<file path="src/core/align_logic_branch_exec_map.vh">
// Encodings and field positions for the align, AND and branch decoder
`ifndef ALIGN_LOGIC_BRANCH_EXEC_MAP_VH
`define ALIGN_LOGIC_BRANCH_EXEC_MAP_VH
`define OPC_REGISTER_FUNCTION_CLASS 6'h00
`define OPC_REGISTER_IMMEDIATE_CLASS 6'h01
`define OPC_BRANCH_IF_EQUAL 6'h04
`define OPC_AND_IMMEDIATE 6'h0C
`define OPC_FP_COPROCESSOR 6'h11
`define OPC_FP_EXTENDED 6'h13
`define FUNC_AND 6'h24
`define FUNC_PAIRED_SINGLE_ALIGN 6'h1E
`define RT_BRANCH_GE_ZERO_LINK 5'h11
`define FMT_FP_BRANCH 5'h08
`define LINK_REG 5'h1F
`define ALIGN_SHIFT_NONE 3'h0
`define ALIGN_SHIFT_WORD 3'h4
`define OPC_MSB 31
`define OPC_LSB 26
`define RS_MSB 25
`define RS_LSB 21
`define RT_MSB 20
`define RT_LSB 16
`define RD_MSB 15
`define RD_LSB 11
`define SA_MSB 10
`define SA_LSB 6
`define FUNC_MSB 5
`define FUNC_LSB 0
`define CC_MSB 20
`define CC_LSB 18
`define ND_BIT 17
`define TF_BIT 16
`define INSN_STEP 32'h00000004
`define PC_RESET 32'h00000000
`endif

</file>
<file path="src/core/align_logic_branch_exec.v">
// Decode and execute stage for align, AND, branch and FP condition branch
// Function
// - Decode align from extended FP opcode, function
// - Funnel-shift source pair by low three bits, for shift four only
// - Shift zero copies first FP source
// - Big-endian shift four swaps halves one way
// - Little-endian shift four swaps the other way
// - Align raises no FP arithmetic flags
// - Register AND of two sources to destination
// - AND-immediate zero-extends sixteen-bit immediate
// - Branch-if-equal with zero registers always taken
// - Target is delay slot plus shifted offset
// - PC loads target after delay slot
// - Branch-and-link idiom from register-immediate class
// - Link register gets second following address
// - Decode FP condition branch fields
// - Branch-on-false taken when condition bit zero
// - Sense and nullify flags share one datapath
// - Raise coprocessor-unusable or reserved-instruction exceptions
// - Not-taken nullify branch cancels delay slot
`timescale 1ns/100ps
`include "align_logic_branch_exec_map.vh"
module align_logic_branch_exec
#(
	parameter XLEN = 32,
	parameter FLEN = 64
)
(
	input wire clk_i,
	input wire reset_i,
	input wire insn_valid_i,
	input wire [31:0] insn_i,
	input wire [XLEN-1:0] gpr_source_i,
	input wire [XLEN-1:0] gpr_target_i,
	input wire [FLEN-1:0] fp_source_a_i,
	input wire [FLEN-1:0] fp_source_b_i,
	input wire [7:0] fp_condition_codes_i,
	input wire fp_usable_i,
	input wire fp_ps_enabled_i,
	input wire big_endian_i,
	output wire [4:0] gpr_source_sel_o,
	output wire [4:0] gpr_target_sel_o,
	output wire [4:0] fp_source_a_sel_o,
	output wire [4:0] fp_source_b_sel_o,
	output reg gpr_we_o,
	output reg [4:0] gpr_waddr_o,
	output reg [XLEN-1:0] gpr_wdata_o,
	output reg fpr_we_o,
	output reg [4:0] fpr_waddr_o,
	output reg [FLEN-1:0] fpr_wdata_o,
	output reg fp_flags_we_o,
	output reg [31:0] pc_o,
	output reg delay_slot_o,
	output reg nullified_o,
	output reg exc_cop_unusable_o,
	output reg exc_reserved_o,
	output reg exc_fp_unimpl_o,
	output reg decode_error_o
);

function [31:0] branch_offset;
	input [15:0] imm;
	begin
		branch_offset = {{14{imm[15]}}, imm, 2'b00};
	end
endfunction

// Upper word from one source, lower word from the other
function [63:0] join_words;
	input [63:0] upper_src;
	input [63:0] lower_src;
	begin
		join_words = {upper_src[31:0], lower_src[63:32]};
	end
endfunction

wire [5:0] opc = insn_i[`OPC_MSB:`OPC_LSB];
wire [4:0] f_rs = insn_i[`RS_MSB:`RS_LSB];
wire [4:0] f_rt = insn_i[`RT_MSB:`RT_LSB];
wire [4:0] f_rd = insn_i[`RD_MSB:`RD_LSB];
wire [4:0] f_sa = insn_i[`SA_MSB:`SA_LSB];
wire [5:0] f_func = insn_i[`FUNC_MSB:`FUNC_LSB];
wire [2:0] cc_sel = insn_i[`CC_MSB:`CC_LSB];
wire nd_flag = insn_i[`ND_BIT];
wire tf_flag = insn_i[`TF_BIT];
wire [15:0] imm16 = insn_i[15:0];

assign gpr_source_sel_o = f_rs;
assign gpr_target_sel_o = f_rt;
assign fp_source_a_sel_o = f_rd;
assign fp_source_b_sel_o = f_rt;

// Instruction class decode
wire is_align = (opc == `OPC_FP_EXTENDED) && (f_func == `FUNC_PAIRED_SINGLE_ALIGN);
wire is_and = (opc == `OPC_REGISTER_FUNCTION_CLASS) && (f_func == `FUNC_AND)
	&& (f_sa == 5'h00);
wire is_and_immediate = (opc == `OPC_AND_IMMEDIATE);
wire is_beq0 = (opc == `OPC_BRANCH_IF_EQUAL) && (f_rs == 5'h00) && (f_rt == 5'h00);
wire is_bal = (opc == `OPC_REGISTER_IMMEDIATE_CLASS) && (f_rt == `RT_BRANCH_GE_ZERO_LINK)
	&& (f_rs == 5'h00);
wire is_fpbr = (opc == `OPC_FP_COPROCESSOR) && (f_rs == `FMT_FP_BRANCH);
wire is_branch = is_beq0 || is_bal || is_fpbr;
wire is_fp = is_align || is_fpbr;

// One condition path for all four sense/nullify variants
wire [7:0] cc_hit;
genvar g;
generate
	for (g = 0; g < 8; g = g + 1)
	begin : g_cc
		localparam [2:0] CC_INDEX = g;
		assign cc_hit[g] = fp_condition_codes_i[g] && (cc_sel == CC_INDEX);
	end
endgenerate
wire fp_cond_bit = |cc_hit;
wire fp_taken = (fp_cond_bit == tf_flag);

// Align datapath: only 0 and 4 defined; other shifts reuse the zero path
wire [2:0] shift = gpr_source_i[2:0];
reg [FLEN-1:0] align_res;
always @*
begin
	if (shift == `ALIGN_SHIFT_WORD)
	begin
		if (big_endian_i)
			align_res = join_words(fp_source_a_i, fp_source_b_i);
		else
			align_res = join_words(fp_source_b_i, fp_source_a_i);
	end
	else
		align_res = fp_source_a_i;
end

// Sequencing state
localparam [1:0] ST_LINEAR = 2'b00;
localparam [1:0] ST_SLOT_FALL = 2'b01;
localparam [1:0] ST_SLOT_TAKE = 2'b10;
localparam [1:0] ST_SLOT_KILL = 2'b11;

reg [1:0] state_q;
reg [1:0] state_d;
reg [31:0] pc_q;
reg [31:0] pc_d;
reg [31:0] target_q;
reg [31:0] target_d;

// Slot status of the instruction now offered
wire in_slot = (state_q != ST_LINEAR);
wire kill_slot = (state_q == ST_SLOT_KILL);
wire killed = insn_valid_i && kill_slot;
wire live = insn_valid_i && !kill_slot;

// Exceptions suppress every write of the faulting instruction
wire exc_cu = live && is_fp && !fp_usable_i;
wire exc_ri = live && is_align && fp_usable_i && !fp_ps_enabled_i;
wire exc_any = exc_cu || exc_ri;
wire commit = live && !exc_any;
wire recognised = is_align || is_and || is_and_immediate || is_branch;

// Addresses relative to the current instruction
wire [31:0] slot_pc = pc_q + `INSN_STEP;
wire [31:0] link_pc = slot_pc + `INSN_STEP;
wire take = is_beq0 || is_bal || (is_fpbr && fp_taken);
// A branch sitting in a slot is ignored rather than trapped
wire start_branch = commit && is_branch && !in_slot;

// Next program counter and slot state
always @*
begin
	state_d = state_q;
	pc_d = pc_q;
	target_d = target_q;
	if (insn_valid_i)
	begin
		case (state_q)
			ST_LINEAR:
				pc_d = slot_pc;
			ST_SLOT_FALL:
				pc_d = slot_pc;
			ST_SLOT_TAKE:
				pc_d = target_q;
			ST_SLOT_KILL:
				pc_d = slot_pc;
			default:
				pc_d = slot_pc;
		endcase
		state_d = ST_LINEAR;
		if (start_branch)
		begin
			target_d = slot_pc + branch_offset(imm16);
			if (take)
				state_d = ST_SLOT_TAKE;
			else if (is_fpbr && nd_flag)
				state_d = ST_SLOT_KILL;
			else
				state_d = ST_SLOT_FALL;
		end
	end
end

// Register file write ports
reg gpr_we_d;
reg [4:0] gpr_waddr_d;
reg [XLEN-1:0] gpr_wdata_d;
reg fpr_we_d;
reg [4:0] fpr_waddr_d;
reg [FLEN-1:0] fpr_wdata_d;

always @*
begin
	gpr_we_d = 1'b0;
	gpr_waddr_d = gpr_waddr_o;
	gpr_wdata_d = gpr_wdata_o;
	fpr_we_d = 1'b0;
	fpr_waddr_d = fpr_waddr_o;
	fpr_wdata_d = fpr_wdata_o;
	if (commit)
	begin
		if (is_and)
		begin
			gpr_we_d = 1'b1;
			gpr_waddr_d = f_rd;
			gpr_wdata_d = gpr_source_i & gpr_target_i;
		end
		else if (is_and_immediate)
		begin
			gpr_we_d = 1'b1;
			gpr_waddr_d = f_rt;
			gpr_wdata_d = gpr_source_i & {{(XLEN-16){1'b0}}, imm16};
		end
		else if (is_align)
		begin
			fpr_we_d = 1'b1;
			fpr_waddr_d = f_sa;
			fpr_wdata_d = align_res;
		end
	end
	// Link goes with the branch itself, so a slot fault cannot lose it
	if (start_branch && is_bal)
	begin
		gpr_we_d = 1'b1;
		gpr_waddr_d = `LINK_REG;
		gpr_wdata_d = link_pc;
	end
end

// Status pulses for the next cycle
reg delay_slot_d;
reg nullified_d;
reg exc_cu_d;
reg exc_ri_d;
reg decode_error_d;

always @*
begin
	delay_slot_d = insn_valid_i && in_slot;
	nullified_d = killed;
	exc_cu_d = exc_cu;
	exc_ri_d = exc_ri;
	decode_error_d = live && !recognised;
end

// Sequencing registers
always @(posedge clk_i)
begin
	if (reset_i)
	begin
		state_q <= ST_LINEAR;
		pc_q <= `PC_RESET;
		target_q <= 32'h00000000;
		pc_o <= `PC_RESET;
		delay_slot_o <= 1'b0;
		nullified_o <= 1'b0;
	end
	else
	begin
		state_q <= state_d;
		pc_q <= pc_d;
		target_q <= target_d;
		pc_o <= pc_d;
		delay_slot_o <= delay_slot_d;
		nullified_o <= nullified_d;
	end
end

// Integer write port
always @(posedge clk_i)
begin
	if (reset_i)
	begin
		gpr_we_o <= 1'b0;
		gpr_waddr_o <= 5'h00;
		gpr_wdata_o <= {XLEN{1'b0}};
	end
	else
	begin
		gpr_we_o <= gpr_we_d;
		gpr_waddr_o <= gpr_waddr_d;
		gpr_wdata_o <= gpr_wdata_d;
	end
end

// FP write port and exceptions; no FP flag or cause update leaves here
always @(posedge clk_i)
begin
	if (reset_i)
	begin
		fpr_we_o <= 1'b0;
		fpr_waddr_o <= 5'h00;
		fpr_wdata_o <= {FLEN{1'b0}};
		fp_flags_we_o <= 1'b0;
		exc_cop_unusable_o <= 1'b0;
		exc_reserved_o <= 1'b0;
		exc_fp_unimpl_o <= 1'b0;
		decode_error_o <= 1'b0;
	end
	else
	begin
		fpr_we_o <= fpr_we_d;
		fpr_waddr_o <= fpr_waddr_d;
		fpr_wdata_o <= fpr_wdata_d;
		fp_flags_we_o <= 1'b0;
		exc_cop_unusable_o <= exc_cu_d;
		exc_reserved_o <= exc_ri_d;
		// Unimplemented-operation trap is optional and never raised
		exc_fp_unimpl_o <= 1'b0;
		decode_error_o <= decode_error_d;
	end
end

endmodule

</file>
<file path="config.mk">
export PLATFORM = sky130hd
export DESIGN_NAME = align_logic_branch_exec
export DESIGN_NICKNAME = d
export VERILOG_FILES = /design/src/core/align_logic_branch_exec.v
export VERILOG_INCLUDE_DIRS = /design/src /design/src/core
export SDC_FILE = /design/constraint.sdc
export NUM_CORES = 1
export LEC_CHECK = 0
export BUFFER_PORTS_ARGS = -buffer_cell sky130_fd_sc_hd__buf_4
export CAP_MARGIN = 25
export CORE_UTILIZATION = 40
export DETAILED_ROUTE_END_ITERATION = 7
export PLACE_DENSITY = 0.66
export REMOVE_ABC_BUFFERS = 1
export SYNTH_ARGS = -nofsm -noshare
export SYNTH_HDL_FRONTEND = slang
export SYNTH_SLANG_ARGS = --single-unit
</file>
<file path="constraint.sdc">
create_clock -name clk_i -period 9 [get_ports clk_i]
set_input_delay 0.9 -clock clk_i [delete_from_list [all_inputs] [get_ports clk_i]]
set_output_delay 0.9 -clock clk_i [all_outputs]
set_load 0.01 [all_outputs]
</file>
; After elaboration in Yosys (flattened, before gate mapping)
; Index checks and enable logic that the tools add are counted.
[word_totals]
reg_bits = 179
in_bits = 238
[op_classes]
addsub = 3
n_eq_ne = 21
mux = 19
n_bitwise = 5
reduce_logical = 60
[ops]
columns = cell, n
row1 = $mux W32, 4
row2 = $mux W64, 2
row3 = $add A32 B3 Y32 const B, 2
row4 = $pmux W32 S2, 1
row5 = $add A32 B32 Y32, 1
row6 = $and A32 B16 Y32, 1
row7 = $and A32 B32 Y32, 1
row8 = $logic_and A1 B1 Y1, 31
row9 = $mux W5, 4
row10 = $eq A6 B5 Y1 const B, 3
row11 = $eq A3 B3 Y1 const B, 5
row12 = $logic_not A5 Y1, 3
row13 = $logic_or A1 B1 Y1, 8
row14 = $reduce_or A8 Y1, 1
row15 = $eq A3 B2 Y1 const B, 2
row16 = $eq A6 B1 Y1 const B, 1
row17 = $eq A6 B3 Y1 const B, 1
row18 = $eq A6 B4 Y1 const B, 1
row19 = $eq A6 B6 Y1 const B, 1
row20 = $logic_not A1 Y1, 6
row21 = $logic_not A6 Y1, 1
row22 = $mux W2, 3
row23 = $eq A5 B4 Y1 const B, 1
row24 = $eq A5 B5 Y1 const B, 1
row25 = other kinds (14), 23

; Longest topological paths before layout
[depth]
ltp_word = 14
mapped_depth = 18
depth_no_buf = 16

; Worst setup path after synthesis
; No wires, ideal clock.
[synth_timing]
kind = reg-to-reg
startpoint = register pc_o[2] (netlist name)
endpoint = register target_q[31]
setup_time_ps = 62
t_arrival_ps = 4015
slack_ps = 4923
stages_incl_launch_ff = 19
cell_sequence = dfxtp_1 -> ha_1 -> buf_4 -> nand3_1 -> or2_2 -> buf_2 -> nor2_1 -> nand2_1 -> xor2_1 -> inv_1 -> ha_1 -> nand4_1 -> inv_1 -> nand3_1 -> a2111oi_2 -> o211ai_1 -> a221o_1 -> or4_1 -> nand3_1
[synth_lines]
columns = element, line
row1 = end signal: assignment, align_logic_branch_exec.v:279  ; target_q <= target_d;
row2 = end: declaration, align_logic_branch_exec.v:144  ; reg [31:0] target_q;

==> results_dict.tcl <==
set metrics [dict create \
    wl_per_cell_um 20.37 \
    holdWs_ps 453.5 \
    finalHoldViolations 0 \
    timing.setup.tns_ps 0 \
    dpl.hpwl_um 33860 \
    overflow 0 \
    synthFlopType "dfxtp_1" \
    cts_made_buffers 17 \
    drive_gt1_share_pct 26.55 \
    postSynthCellCount 1537 \
    outcome "complete, no violations" \
    start_util_pct 41.00 \
    peakVddDrop_v 0.0001222 \
    fp.dieH_um 174.4 \
    finalNetCount 2117 \
    ys_seq_area_share_pct 30.13 \
    drc_errors 0 \
    synth_top_family_by_area "simple AND/OR/NAND/NOR gates" \
    setup_viol 0 \
    synth_largest_area_cell "dfxtp_1" \
    row_count 62 \
    grt_pass1_wl_um 68930 \
    yosysWarnings 0 \
    power.leakage_uw 0.006428 \
    cts_tree "done" \
    vias 12709 \
    grt_max_degree 109 \
    synth_top_cell_area_share_pct 30.13 \
    core_area_um2 29010 \
    clk_path_buf_depth 2 \
    areaGrowthSynthToFinish_pct 29.96 \
    ys_ff_latch 179 \
    drtIter0Drc 985 \
    crit_required_ps 9370 \
    num_io_pins 405 \
    ys_types 92 \
    max_freq_mhz 192.5 \
    cellPowerDensity_nw_per_um2 114.6 \
    critPathMaxFanout 17 \
    cts_hold_repair.buffers 0 \
    htreeDepth 4 \
    die_area_um2 30430 \
    fin_crit_ps 5196 \
    root_buffer "clkbuf_16" \
    yosys-top-cells-count "nand2_1, a21oi_1, dfxtp_1" \
    die_x_um 174.4 \
    synth_xor_area_share_pct 5.154 \
    grt_pass1_vias 11645 \
    gp_congestion 0.8994 \
    utilization_pct 53.28 \
    avgSynthCellArea_um2 7.739 \
    cts_sinks 179 \
    rsz0062_at_grt "no" \
    cts.reportedPaths.clkPinSlew_ps 80 \
    tightest_slew_ps 1009 \
    antenna_found_initial 1 \
    fillers 2862 \
    ant_nets 0 \
    synthSimpleGateAreaFrac_pct 23.45 \
    critPathKind "flop to flop" \
    drt_wl_total_um 45600 \
    cts-resized-gates 0 \
    min_path_type "flop to flop" \
    clk_latency_ps 450 \
    slew_headroom_pct 31.79 \
    critPathArrivalTime_ps 5570 \
    synth.most_common_cell "nand2_1" \
    portBuffers 402 \
    muxShareOfSynthArea_pct 8.194 \
    avgViaCountPerCell 5.679 \
    slew_violations 0 \
    synth-compound-area-share_pct 22.48 \
    fin_crit_sh_pct 57.73 \
    max-cap-violations 0 \
    startpoint_type "flop" \
    synth_edf_count 0 \
    track_usage_pct 29.27 \
    synthAdderAreaFrac_pct 4.060 \
    finClkSkew_ps 15.02 \
    yosys-top-cells-area "dfxtp_1, nand2_1, a21oi_1, mux2i_1, o211ai_1" \
    post_cts_buffers 0 \
    endpoint_kind "flop" \
    first_pass_iters 5 \
    netlist_area_um2 11900 \
    synth-async-reset-ratio_pct 0 \
]
==> area by class of cell <==
type,instances,area [um2],share of cell area (%)
Inverter,33,123.9,0.8013
Clock inverter,13,126.4,0.8175
Timing Repair Buffer,415,3156,20.41
Sequential cell,179,3583,23.18
Clock buffer,18,429.2,2.776
Multi-Input combinational cell,1195,7557,48.89
Antenna cell,1,2.502,0.01619
Tap cell,384,480.5,3.108
==> registers in the layout, summed over array words and instances, names as in the netlist <==
name                count
fpr_wdata_o            64
gpr_wdata_o            32
pc_o                   32
target_q               32
fpr_waddr_o             5
gpr_waddr_o             5
state_q                 2
decode_error_o          1
delay_slot_o            1
exc_cop_unusable_o      1
exc_reserved_o          1
fpr_we_o                1
gpr_we_o                1
nullified_o             1
==> critical path, stage by stage, from the launching register on <==
cell and delay, ps:
dfxtp_1 680, ha_1 540, nand3_1 210, or2_2 440, nor2_1 220, nand2_1 140, xor2_1 350, inv_1 90
ha_1 350, nand4_1 150, inv_1 90, nand3_1 130, a2111oi_2 540, o211ai_1 280, a221o_1 380, or4_1 460
nand3_1 70
==> layout by cell type, fill, tap and decap left out, drive strengths merged, types with 27 or more instances in the layout <==
cell type  netlist  layout
nor2            85      85
mux2i           88      88
inv             30      36
ha              37      37
xnor2           52      52
nand2          280     280
o21ai           57      57
nand3           49      49
a21oi          185     185
a211oi          27      27
buf             50     415
nor3            29      29
o211ai          73      73
dfxtp          179     179
==> metal layers <==
layer / wire length, um / vias to the layer above / GRT usage [%]
li1: - / 6094 / -
met1: 20230 / 6029 / 40.07
met2: 21020 / 526 / 46.80
met3: 3309 / 60 / 4.856
met4: 1038 / 0 / 8.918
met5: 0 / - / 0
==> metrics by stage <==
step                      setup WS [ps]  total power [uW]  instance area [um2]  cells
after floorplan                   797.4             889.7                11250   1407
after global placement             4183              1039                14850   2204
after detailed placement           3974              1041                14850   2204
after CTS                          3921              1782                15400   2235
after global routing               3510              1832                15460   2238
final                              3804              1771                15460   2238
==> final timing paths <==
check | start | end | slack, ps | depth (start not counted)
setup / recovery | pc_o[2] | target_q[31] | 3800 | 16
hold / removal | fpr_wdata_o[3] | fpr_wdata_o[3] | 450 | 2
setup reg to reg | pc_o[2] | target_q[31] | 3800 | 16
hold reg to reg | fpr_wdata_o[3] | fpr_wdata_o[3] | 450 | 2
==> cells by family (layout without fill, tap and decap cells) <==
family / count (synthesis) / after routing
DFF: 179 / 179
xor gates and xnor gates: 70 / 70
AOI/OAI and AO/OA: 424 / 424
buffers and inverters: 164 / 479
and+or+nand+nor: 567 / 567
muxes: 94 / 94
adders and majority gates: 38 / 38
other: 1 / 3
==> where the power goes <==
part | total (uW) | switching (uW) | internal, uW | leakage, uW
combinational | 231 | 116 | 115 | 0.00472
clock | 745 | 359 | 386 | 0.000266
sequential | 796 | 3.15 | 793 | 0.00144
Power figures use the tool's default switching activity.
